==> config.mk <==
export PLATFORM = sky130hd
export DESIGN_NAME = dclc_ctrl
export DESIGN_NICKNAME = d
export VERILOG_FILES = /design/src/shared/dclc_pkg.sv /design/src/hw/dclc_edge_det.sv /design/src/hw/dclc_ctrl.sv
export SDC_FILE = /design/constraint.sdc
export NUM_CORES = 1
export LEC_CHECK = 0
export ABC_AREA = 0
export BUFFER_PORTS_ARGS = -buffer_cell sky130_fd_sc_hd__buf_2
export CAP_MARGIN = 10
export CORE_MARGIN = 1.5
export CORE_UTILIZATION = 47
export DETAILED_ROUTE_END_ITERATION = 12
export GPL_TIMING_DRIVEN = 0
export PLACE_DENSITY_LB_ADDON = 0.1
export SYNTH_ARGS = -nofsm -noshare
export SYNTH_HDL_FRONTEND = slang
export SYNTH_SLANG_ARGS = --single-unit
==> constraint.sdc <==
create_clock -name clock -period 2.9 [get_ports clock]
set_clock_uncertainty 0.15 [all_clocks]
set_input_delay 0.435 -clock clock [delete_from_list [all_inputs] [get_ports clock]]
set_output_delay 0.435 -clock clock [all_outputs]
set_load 0.005 [all_outputs]
==> src/shared/dclc_pkg.sv <==
// What this block does
// Receive clock activity flag reads 1 if any receive line clock since last read
// Transmit clock activity flag reads 1 if any transmit line clock since last read
// Writing 1 to receiver reset resets the receiver; bit self-clears
// Writing 1 to transmitter reset resets the transmitter; bit self-clears
// Local loop bit set routes outgoing stream back into receive input
// Remote loop bit set sends whole incoming stream out of transmitter
// Looped timing bit set clocks transmitter from recovered receive clock
// Activity crosses through synchronisers; a read clears only activity seen before it
package dclc_pkg;
   localparam logic [7:0] DCLC_ADDR_CTRL      = 8'h00;
   localparam logic [7:0] DCLC_CTRL_RESET     = 8'h00;
   localparam int         DCLC_BIT_RX_ACT     = 6;
   localparam int         DCLC_BIT_TX_ACT     = 5;
   localparam int         DCLC_BIT_RX_RST     = 4;
   localparam int         DCLC_BIT_TX_RST     = 3;
   localparam int         DCLC_BIT_LOCAL_LOOP = 2;
   localparam int         DCLC_BIT_REMOTE_LOOP = 1;
   localparam int         DCLC_BIT_LOOP_TIME  = 0;
   localparam int         DCLC_RST_PULSE_CYC  = 1;
endpackage : dclc_pkg

==> src/hw/dclc_edge_det.sv <==
`timescale 1ns/10ps
// Synchronises one outside clock and pulses once per rising edge
module dclc_edge_det
   import dclc_pkg::*;
(
   input  wire logic clock,
   input  wire logic rst_n,
   input  wire logic line_in,
   output logic      rise,
   output logic      level
);
   logic       sync1;
   logic       sync2;
   logic       sync3;
   logic [2:0] next_sh;

   // Shift chain: first stage feeds only the second
   always_comb begin
      next_sh = {sync2, sync1, line_in};
   end

   always_ff @(posedge clock) begin
      if (!rst_n) begin
         sync1 <= 1'b0;
         sync2 <= 1'b0;
         sync3 <= 1'b0;
      end else begin
         sync1 <= next_sh[0];
         sync2 <= next_sh[1];
         sync3 <= next_sh[2];
      end
   end

   assign rise  = sync2 & ~sync3;
   assign level = sync2;
endmodule : dclc_edge_det

==> src/hw/dclc_ctrl.sv <==
`timescale 1ns/10ps
// Line clock activity, soft resets and loop selection for the DS3 side
module dclc_ctrl
   import dclc_pkg::*;
(
   input  wire logic       clock,
   input  wire logic       rst_n,
   input  wire logic [7:0] reg_addr,
   input  wire logic [7:0] reg_wdata,
   input  wire logic       reg_wr,
   input  wire logic       reg_rd,
   output logic      [7:0] reg_rdata,
   input  wire logic       line_rx_clock,
   input  wire logic       line_tx_clock,
   input  wire logic       line_rx_data,
   input  wire logic       framer_tx_data,
   output logic            framer_rx_data,
   output logic            framer_rx_clock,
   output logic            line_tx_data,
   output logic            framer_tx_clock,
   output logic            rx_soft_reset,
   output logic            tx_soft_reset,
   output logic            local_line_loop_en,
   output logic            remote_line_loop_en,
   output logic            looped_timing_en
);
   ////////////////////////////////////////////////////////////////////////////
   // Line clock edge detection in the host clock domain
   logic rx_rise;
   logic tx_rise;
   logic rx_lvl;
   logic tx_lvl;

   dclc_edge_det u_rx_det (
      .clock   (clock),
      .rst_n   (rst_n),
      .line_in (line_rx_clock),
      .rise    (rx_rise),
      .level   (rx_lvl)
   );

   dclc_edge_det u_tx_det (
      .clock   (clock),
      .rst_n   (rst_n),
      .line_in (line_tx_clock),
      .rise    (tx_rise),
      .level   (tx_lvl)
   );

   // Data pins from outside also pass two flops
   logic [1:0] rxd_sync;
   logic [1:0] next_rxd_sync;

   always_comb begin
      next_rxd_sync = {rxd_sync[0], line_rx_data};
   end

   always_ff @(posedge clock) begin
      if (!rst_n) begin
         rxd_sync <= 2'h0;
      end else begin
         rxd_sync <= next_rxd_sync;
      end
   end

   ////////////////////////////////////////////////////////////////////////////
   // Control register and sticky activity flags
   logic rx_act;
   logic tx_act;
   logic rx_rst;
   logic tx_rst;
   logic loc_loop;
   logic rem_loop;
   logic loop_time;
   logic next_rx_act;
   logic next_tx_act;
   logic next_rx_rst;
   logic next_tx_rst;
   logic next_loc_loop;
   logic next_rem_loop;
   logic next_loop_time;
   logic hit;
   logic rd_ctrl;

   assign hit     = (reg_addr == DCLC_ADDR_CTRL);
   assign rd_ctrl = reg_rd & hit;

   always_comb begin
      next_rx_act    = rx_act;
      next_tx_act    = tx_act;
      next_rx_rst    = 1'b0;   // Self-clearing after one cycle
      next_tx_rst    = 1'b0;
      next_loc_loop  = loc_loop;
      next_rem_loop  = rem_loop;
      next_loop_time = loop_time;
      // Read clears what was captured; a new edge the same cycle wins
      if (rd_ctrl) begin
         next_rx_act = 1'b0;
         next_tx_act = 1'b0;
      end
      if (rx_rise) begin
         next_rx_act = 1'b1;
      end
      if (tx_rise) begin
         next_tx_act = 1'b1;
      end
      if (reg_wr && hit) begin
         next_rx_rst    = reg_wdata[DCLC_BIT_RX_RST];
         next_tx_rst    = reg_wdata[DCLC_BIT_TX_RST];
         next_loc_loop  = reg_wdata[DCLC_BIT_LOCAL_LOOP];
         next_rem_loop  = reg_wdata[DCLC_BIT_REMOTE_LOOP];
         next_loop_time = reg_wdata[DCLC_BIT_LOOP_TIME];
      end
   end

   always_ff @(posedge clock) begin
      if (!rst_n) begin
         rx_act    <= DCLC_CTRL_RESET[DCLC_BIT_RX_ACT];
         tx_act    <= DCLC_CTRL_RESET[DCLC_BIT_TX_ACT];
         rx_rst    <= DCLC_CTRL_RESET[DCLC_BIT_RX_RST];
         tx_rst    <= DCLC_CTRL_RESET[DCLC_BIT_TX_RST];
         loc_loop  <= DCLC_CTRL_RESET[DCLC_BIT_LOCAL_LOOP];
         rem_loop  <= DCLC_CTRL_RESET[DCLC_BIT_REMOTE_LOOP];
         loop_time <= DCLC_CTRL_RESET[DCLC_BIT_LOOP_TIME];
      end else begin
         rx_act    <= next_rx_act;
         tx_act    <= next_tx_act;
         rx_rst    <= next_rx_rst;
         tx_rst    <= next_tx_rst;
         loc_loop  <= next_loc_loop;
         rem_loop  <= next_rem_loop;
         loop_time <= next_loop_time;
      end
   end

   ////////////////////////////////////////////////////////////////////////////
   // Read data, valid one cycle after the read strobe
   logic [7:0] rdata;
   logic [7:0] next_rdata;

   always_comb begin
      next_rdata = 8'h00;
      if (rd_ctrl) begin
         next_rdata = {1'b0, rx_act, tx_act, rx_rst, tx_rst,
                       loc_loop, rem_loop, loop_time};
      end
   end

   always_ff @(posedge clock) begin
      if (!rst_n) begin
         rdata <= 8'h00;
      end else begin
         rdata <= next_rdata;
      end
   end

   assign reg_rdata = rdata;

   ////////////////////////////////////////////////////////////////////////////
   // Loop routing and clock selection, registered
   logic [4:0] route;
   logic [4:0] next_route;

   always_comb begin
      next_route[0] = loc_loop ? framer_tx_data : rxd_sync[1];
      next_route[1] = rem_loop ? rxd_sync[1] : framer_tx_data;
      next_route[2] = loop_time ? rx_lvl : tx_lvl;
      next_route[3] = loc_loop ? next_route[2] : rx_lvl;
      next_route[4] = 1'b0;
   end

   always_ff @(posedge clock) begin
      if (!rst_n) begin
         route <= 5'h00;
      end else begin
         route <= next_route;
      end
   end

   assign framer_rx_data      = route[0];
   assign line_tx_data        = route[1];
   assign framer_tx_clock     = route[2];
   assign framer_rx_clock     = route[3];
   assign rx_soft_reset       = rx_rst;
   assign tx_soft_reset       = tx_rst;
   assign local_line_loop_en  = loc_loop;
   assign remote_line_loop_en = rem_loop;
   assign looped_timing_en    = loop_time;
endmodule : dclc_ctrl

==> metrics.cfg, run 1 <==
[synthesis]
synthTopCellsByArea = dfxtp_1 60%, mux2i_1 6.9%, inv_1 5.2%
synthesis.nets = 109
synth_common_cells = 26 x dfxtp_1, 12 x inv_1, 8 x nand2_1
synth.avg_cell_area_um2 = 10.3
synth_area_um2 = 873
synth-async-reset-ratio_pct = 0
synth_edf_count = 0
yosysUniqueCellTypes = 20
synth_warnings = 0
seq_area_frac_synth_pct = 59.6
synth_flop_cell = dfxtp_1
synth.most_common_cell = dfxtp_1
synth_top_area_share_pct = 59.6
ys_ff_latch = 26
netlist_instances = 85
post-synth-top-area-cell = dfxtp_1

[route]
postRouteAntennaNets = 0
vias = 672
wl_met3_um = 61
vias_per_cell = 4.48
met2_wirelength_um = 708
firstDrtPassIters = 5
routed.top_layer = met4
wl_met1_um = 602
first_iter_violations = 4
wl_um = 1400
routedWlPerCell_um = 9.31
drc = 0

[worst_setup_path]
cpMaxStageDelayCell = or4_1
end_kind = flop
crit_start = reg_addr[1]
r2r_start = local_line_loop_en
crit_fanout = 4
worst_ep_required_time_ps = 3000
setup.worst_path.class = in2reg
arrival_ps = 1820
startpoint_type = input port
path_cells = buf_2, or4_1, nor3_1, mux2i_1
max_stage_delay_ps = 580

[finish]
layout.cells.non_filler = 150
largest_reg_flops = 7
nNetsFinal = 150
drive_above_1_share_pct = 40.8
syn_to_final_growth_pct = 28.4
finish.utilization_pct = 64.9
diodes = 0

[floorplan]
die_y_um = 46.1
core_area_um2 = 1730
io_pins = 41
start_util_pct = 50.6
die_x_um = 46.1
die_area_um2 = 2130
placementRows = 15

[placed_design]
finalWeightedCongestion = 0.680
dpl.hpwl_um = 1120
io_buffers = 36
placed_cells = 146
place_worst_setup_slack_ps = 792

[cts]
clock_latency_ps = 310
cts_hold_buf = 0
cts_buffers = 3
cts_tree = yes
clockRootBuffer = clkbuf_4
post_cts_buffers = 0
cts_resized = 0
h-tree-depth = 1
cts_buffer_depth = 2
numClockSinks = 26
path_clk_slew_ps = 130

[pwr]
peakVddDrop_uv = 274
power_leakage_nw = 0.519
power.density_nw_per_um2 = 511

[grt]
grt_pass1_wl_um = 2290
antenna_found_initial = 0
globalRoute.totalOverflow = 0
first_global_vias = 550
track_usage_pct = 15.1
grt_start_max_net_pins = 15

[job]
max_cap_violations = 0

[sta]
fmax_ghz = 0.581
setup_viol = 0
worstMarginPinSlew_ps = 549
period_minus_slack_ps = 1720
setup_tns_ps = 0
rsz0062_at_grt = no
hold_viol = 0
slew_viol_final = 0
fin_crit_sh_pct = 59.4
fin_ws_ps = 1180
slew_headroom_pct = 63.1

[hold_path]
hp-class = in2reg
hp-start = line_rx_clock

[run_status]
status = finished clean

## cell type report
type | count | area [um2]
Fill cell | 167 | 606
Sequential cell | 26 | 520
Multi-Input combinational cell | 44 | 285
Timing Repair Buffer | 36 | 180
Inverter | 12 | 45.0
Clock buffer | 4 | 36.3
Tap cell | 25 | 31.3
Buffer | 3 | 22.5
## critical path, delay by kind of cell
family	cells	cell delay, ps
and+or+nand+nor	2	1040
muxes	1	250
buffers and inverters	1	90
## logic make-up (layout without fill, tap and decap cells)
| group | Yosys count | count (layout) | synth area share [%] |
|---|---|---|---|
| AO/OA/AOI/OAI | 4 | 4 | 3.15 |
| buffers and inverters | 15 | 55 | 7.74 |
| flip-flops | 26 | 26 | 59.6 |
| multiplexers | 6 | 6 | 6.88 |
| other | 1 | 1 | 0.429 |
| AND/OR/NAND/NOR | 33 | 33 | 22.2 |
## power by group
group	internal [W]	total, W	switching, W
Sequential	0.000365	0.000368	0.00000243
Clock	0.0000767	0.000173	0.0000961
Combinational	0.0000177	0.0000321	0.0000144
## final timing paths
kind	endpoint	slack, ps	cells after the start
setup / recovery	looped_timing_en	1180	4
setup reg to reg	route[3]	1870	3
hold / removal	u_rx_det.sync1	170	2
hold reg to reg	tx_act	270	1
## per-layer routing
metal / GRT usage (%) / vias to the layer above
met3: 3.53 / 5
met5: 0 / -
met2: 24.2 / 21
met4: 8.57 / 0
li1: - / 351
met1: 18.4 / 295
## layout by cell type (no fill, tap or decap), drive strengths merged, types with 2 or more instances in the layout
cell and count:
and4 2, or4 3, nor2 11, nand2 8
inv 12, nor3 2, mux2i 6, dfxtp 26
buf 38, clkbuf 5, o32ai 2, and2 6
## through the flow
step | cell area (um2) | total power (W) | hold slack [ps]
6_report | 1120 | 0.000572 | 172
5_1_grt | 1120 | 0.000606 | 147
4_1_cts | 1120 | 0.000579 | 163
3_5_place_dp | 1080 | 0.000408 | 250
3_3_place_gp | 1080 | 0.000407 | 249
2_1_floorplan | 873 | 0.000389 | 243
(Power assumes the default switching activity.)
==> run 2: changes to the inputs <==
CORE_UTILIZATION = 39   (was 47)
clock period = 1.4 ns   (was 2.9 ns; I/O delays follow)
==> run 2 against run 1 <==
  * The flow now finishes with violations (setup timing)
  * Combinational power grew to 2.7 times the previous value
  * Core utilization is 6.5 points lower
  * Global-route usage is 1.4 points lower
  * Non-clock buffer count is 6 higher
  * Critical path depth stayed put
  * Count of clock-buffer cells in the layout is 1 lower
  * Power is 99% higher
  * First-iteration DRC count is 75% lower
  * Sequential share of layout area is 2.8 points lower
  * Clock power is 68% higher
  * Register-to-register slack worse by 1500 ps
  * Cell count is 4.7% higher
  * Largest cell class unchanged
  * Largest power group unchanged
==> metrics.cfg, run 2 (same netlist as run 1, synthesis figures left out) <==
[run_status]
status = finished, violations left
violations = setup timing

[worst_setup_path]
crit_fanout = 7  ; +3
startpoint_type = input port
max_stage_delay_ps = 580  ; about the same
arrival_ps = 1540  ; -280 ps
cpMaxStageDelayCell = or4_4
cpLargestDelayFamily = simple AND/OR/NAND/NOR gates
setup.worst_path.class = in2reg
path_common_cell = or4_4
worst_ep_required_time_ps = 1500  ; -1500 ps
path_cells = buf_6, or4_4, or4_4, nor2_2
end_kind = flop
cp_num_buf_inv = 1  ; unchanged

[finish]
nNetsFinal = 156  ; +4.0%
finalInstanceArea_um2 = 1190  ; +6.5%
finish.utilization_pct = 58.5  ; -6.5 points
largest_reg_flops = 7  ; unchanged
diodes = 0  ; unchanged
layout_commonest_cell = buf_2
mostFrequentLayoutCells = 34 x buf_2, 26 x dfxtp_1, 12 x inv_1
syn_to_final_growth_pct = 36.7
drive_above_1_share_pct = 40.0  ; -0.80 points
fill_cells = 200  ; +20%

[sta]
setup_viol = 7  ; +7
fmax_ghz = 0.695
slew_viol_final = 0  ; unchanged
rsz0062_at_grt = yes
period_minus_slack_ps = 1440
fin_crit_sh_pct = 103
holdWs_ps = 9.89  ; -162 ps
fin_ws_ps = -38.2  ; -1220 ps
hold_viol = 0  ; unchanged
setup_tns_ps = -181  ; -181 ps

[pwr]
power.density_nw_per_um2 = 954  ; +87%
peakVddDrop_uv = 605  ; +120%
power_leakage_nw = 0.548  ; +5.7%

[placed_design]
io_buffers = 36  ; unchanged
dpl.hpwl_um = 1150  ; +2.9%
place_worst_setup_slack_ps = -449  ; -1240 ps
placed_area_um2 = 1090  ; +0.23%
finalWeightedCongestion = 0.648  ; -4.7%

[route]
wl_um = 1520  ; +9.1%
routedWlPerCell_um = 9.71  ; +4.2%
vias_per_cell = 4.33  ; -3.3%
postRouteAntennaNets = 0  ; unchanged
vias = 680  ; +1.2%
drc = 0  ; unchanged
first_iter_violations = 1  ; -3
firstDrtPassIters = 4  ; -1

[cts]
cts_tree = yes
clock_latency_ps = 300  ; about the same
cts_buffers = 3  ; unchanged
cts_buffer_depth = 2  ; unchanged
numClockSinks = 26  ; unchanged
h-tree-depth = 1  ; unchanged
clockRootBuffer = clkbuf_4
path_clk_slew_ps = 120  ; about the same

[floorplan]
die_area_um2 = 2530  ; +19%
io_pins = 41  ; unchanged
placementRows = 16  ; +1
die_y_um = 50.3  ; +9.1%
start_util_pct = 42.8  ; -7.8 points
die_x_um = 50.3  ; +9.1%
core_area_um2 = 2040  ; +18%

[grt]
globalRoute.totalOverflow = 0  ; unchanged
track_usage_pct = 13.7  ; -1.4 points
grt_start_max_net_pins = 14  ; -1
antenna_found_initial = 0  ; unchanged
grt_pass1_wl_um = 2600  ; +14%
first_global_vias = 668  ; +21%

[job]
max_cap_violations = 0  ; unchanged

[hold_path]
hp-class = in2reg

## run 2: path summary, 6_finish.rpt
path | startpoint | to | slack [ps] | depth (start not counted)
max | reg_addr[2] | reg_rdata[4] | -40 | 4
min reg2reg | u_rx_det.sync3 | rx_act | 270 | 1
min | framer_tx_data | route[0] | 10 | 3
max reg2reg | local_line_loop_en | route[3] | 380 | 3
## run 2: metal layers
layer / global-route usage [%] / routed length, um / up-vias
li1: - / - / 362
met1: 14.8 / 651 / 292
met2: 24.3 / 764 / 24
met3: 2.68 / 89 / 2
met4: 8.11 / 19 / 0
met5: 0 / 0 / -
## run 2: area by class of cell
class                           instances  area (um2)  share of cell area, %
Sequential cell                        26         520                   43.6
Multi-Input combinational cell         44         300                   25.2
Timing Repair Buffer                   43         260                   21.8
Inverter                               12        45.0                   3.77
Tap cell                               27        33.8                   2.83
Clock buffer                            3        22.5                   1.89
Buffer                                  2        11.3                  0.943
## run 2: where the power goes
group          switching [W]  internal (W)  total [W]
clock network       0.000190      0.000100   0.000290
logic              0.0000344     0.0000525  0.0000868
registers         0.00000531      0.000757   0.000762
total               0.000229      0.000909    0.00114
## run 2: worst min-delay path: stages
cell,delay [ps]
buf_2,90
mux2i_1,70
nor2_1,70
## run 2: repair_timing
item	CTS	global route
resized for setup	2	3
hold endpoints to repair	5	1
setup buffers	0	1
pin swaps	1	7
hold buffers	5	1
setup endpoints to repair	10	7
## run 2: metrics by stage
step                instances  power (W)
floorplan                  85   0.000807
global placement          148   0.000843
detailed placement        148   0.000846
CTS                       155    0.00115
global route              157    0.00119
finish                    157    0.00114
==> run 3: changes to the inputs <==
CORE_UTILIZATION = 44   (was 39)
SYNTH_HIERARCHICAL = 1   (was unset)
clock period = 1.5 ns   (was 1.4 ns; I/O delays follow)
==> run 3 against run 2 <==
  * The run now ends clean
  * Wire length decreased by 3.9%
  * Combinational power decreased by 7.4%
  * Design area decreased by 0.63%
  * First-iteration DRC count increased to 13 times the previous value
  * Synthesized cell count decreased by 2.4%
  * Sequential power decreased by 6.6%
  * Critical endpoint is now looped_timing_en
  * Largest power group unchanged
==> metrics.cfg, run 3 <==
[grt]
globalRoute.totalOverflow = 0  ; unchanged
track_usage_pct = 14.0  ; +0.33 points
antenna_found_initial = 0  ; unchanged
grt_start_max_net_pins = 15  ; +1
grt_pass1_wl_um = 2150  ; -18%
first_global_vias = 527  ; -21%

[worst_setup_path]
r2r_cells = 3  ; unchanged
worst_ep_required_time_ps = 1120  ; -380 ps
end_kind = primary output
crit_fanout = 5  ; -2
cpMaxStageDelayCell = dfxtp_1
max_stage_delay_ps = 430  ; -150 ps
setup.worst_path.class = reg2out
path_cells = buf_2
cp_num_buf_inv = 1  ; unchanged
startpoint_type = flop
r2r_end = route[3]
cpLargestDelayFamily = flip-flops
r2r_start = local_line_loop_en
arrival_ps = 880  ; -660 ps
r2r_setup_slack_ps = 510  ; +130 ps

[pwr]
peakVddDrop_uv = 588  ; -2.8%
power_leakage_nw = 0.532  ; -2.9%
power.density_nw_per_um2 = 945  ; -0.97%

[sta]
setup_viol = 0  ; -7
rsz0062_at_grt = no
fin_crit_sh_pct = 83.6
fmax_ghz = 0.798
period_minus_slack_ps = 1250
hold_viol = 0  ; unchanged
slew_viol_final = 0  ; unchanged
holdWs_ps = 32.9  ; +23.1 ps

[finish]
layout.cells.non_filler = 154  ; -1.9%
drive_above_1_share_pct = 35.7  ; -4.3 points
syn_to_final_growth_pct = 35.0
nNetsFinal = 154  ; -1.3%
mostFrequentLayoutCells = 37 x buf_2, 26 x dfxtp_1, 9 x and2_1
diodes = 0  ; unchanged
largest_reg_flops = 7  ; unchanged
layout_commonest_cell = buf_2

[hold_path]
min_path_cells = 2  ; -1
hp-start = reg_wdata[4]
min_to = rx_soft_reset
hp-class = in2reg

[synthesis]
synth_edf_count = 0  ; unchanged
synth_area_um2 = 878  ; +0.57%
seq_area_frac_synth_pct = 59.3  ; -0.34 points
synth.avg_cell_area_um2 = 10.6  ; +3.0%
synth_flop_cell = dfxtp_1
synth-async-reset-ratio_pct = 0  ; unchanged
post-synth-top-area-cell = dfxtp_1
synth_common_cells = 26 x dfxtp_1, 9 x and2_1, 7 x inv_1, 7 x nor2_1
synth_top_area_share_pct = 59.3  ; -0.34 points
synthesis.nets = 107  ; -1.8%
netlist_instances = 83  ; -2.4%
synth.most_common_cell = dfxtp_1
synth_warnings = 6  ; +6
synthTopCellsByArea = dfxtp_1 59%, mux2i_1 6.8%, and2_1 6.4%
yosysUniqueCellTypes = 21  ; +5.0%
ys_ff_latch = 26  ; unchanged

[run_status]
status = finished clean

[cts]
clockRootBuffer = clkbuf_4
path_clk_slew_ps = 120  ; about the same
cts_hold_buf = 6  ; +1
cts_tree = yes
clock_latency_ps = 300  ; about the same
cts_buffer_depth = 2  ; unchanged
cts_resized = 0  ; -2
post_cts_buffers = 0  ; unchanged
cts_buffers = 3  ; unchanged
h-tree-depth = 1  ; unchanged
numClockSinks = 26  ; unchanged

[floorplan]
io_pins = 41  ; unchanged
start_util_pct = 48.7  ; +6.0 points
core_area_um2 = 1800  ; -12%
placementRows = 15  ; -1
die_area_um2 = 2270  ; -10%
die_y_um = 47.7  ; -5.2%
die_x_um = 47.7  ; -5.2%

[placed_design]
placed_cells = 144  ; -2.7%
finalWeightedCongestion = 0.701  ; +8.1%
io_buffers = 36  ; unchanged
dpl.hpwl_um = 1060  ; -7.3%

[route]
first_iter_violations = 13  ; +12
routedWlPerCell_um = 9.51  ; -2.1%
drc = 0  ; unchanged
postRouteAntennaNets = 0  ; unchanged
wl_um = 1460  ; -3.9%
vias_per_cell = 4.44  ; +2.5%
firstDrtPassIters = 4  ; unchanged
vias = 684  ; +0.59%

[job]
max_cap_violations = 0  ; unchanged

## run 3: cell families after synthesis
| kind of cell | synth area share, % |
|---|---|
| buf+inv | 4.84 |
| simple gates | 24.1 |
| flops | 59.3 |
| mux | 6.84 |
| compound gates | 4.56 |
| other cells | 0.427 |
## run 3: how the worst max path moves through the flow
stage / slack (ps) / start / cells after the start / to
global placement: -40 / reg_addr[5] / 5 / looped_timing_en
floorplan: 200 / reg_addr[5] / 4 / local_line_loop_en
global route: 190 / looped_timing_en / 1 / looped_timing_en
CTS: 220 / looped_timing_en / 1 / looped_timing_en
finish: 250 / looped_timing_en / 1 / looped_timing_en
detailed placement: -40 / reg_addr[5] / 5 / looped_timing_en
## run 3: routing by layer
metal  global-route usage [%]  share of wire, %  up-vias
met5                        0                 0        -
met4                     9.73               1.2        0
met3                     3.40               4.4        2
met2                     20.5                50       19
met1                     18.0                45      306
li1                         -                 -      357
## run 3: metrics by stage
stage          utilization, %  instance area (um2)  setup WS [ps]  TNS [ps]  total power [W]
6_report                 65.8                 1190            246         0          0.00112
5_1_grt                  65.8                 1190            186         0          0.00118
4_1_cts                  65.8                 1190            225         0          0.00114
3_5_place_dp             60.5                 1090          -35.4      -153         0.000796
3_3_place_gp             60.5                 1090          -44.2      -140         0.000794
2_1_floorplan               -                  878            201         0         0.000755
## run 3: final cells by class
| type | instances | area, um2 |
|---|---|---|
| Clock buffer | 4 | 36.3 |
| Sequential cell | 26 | 520 |
| Inverter | 7 | 26.3 |
| Fill cell | 165 | 616 |
| Tap cell | 25 | 31.3 |
| Timing Repair Buffer | 42 | 240 |
| Multi-Input combinational cell | 47 | 315 |
| Buffer | 3 | 16.3 |
## run 3: where the power goes
group	switching, W	total, W	internal [W]	leakage, nW
Combinational	0.0000312	0.0000804	0.0000492	0.300
Sequential	0.00000576	0.000712	0.000706	0.212
Clock	0.000181	0.000329	0.000148	0.0210
Total	0.000218	0.00112	0.000903	0.532
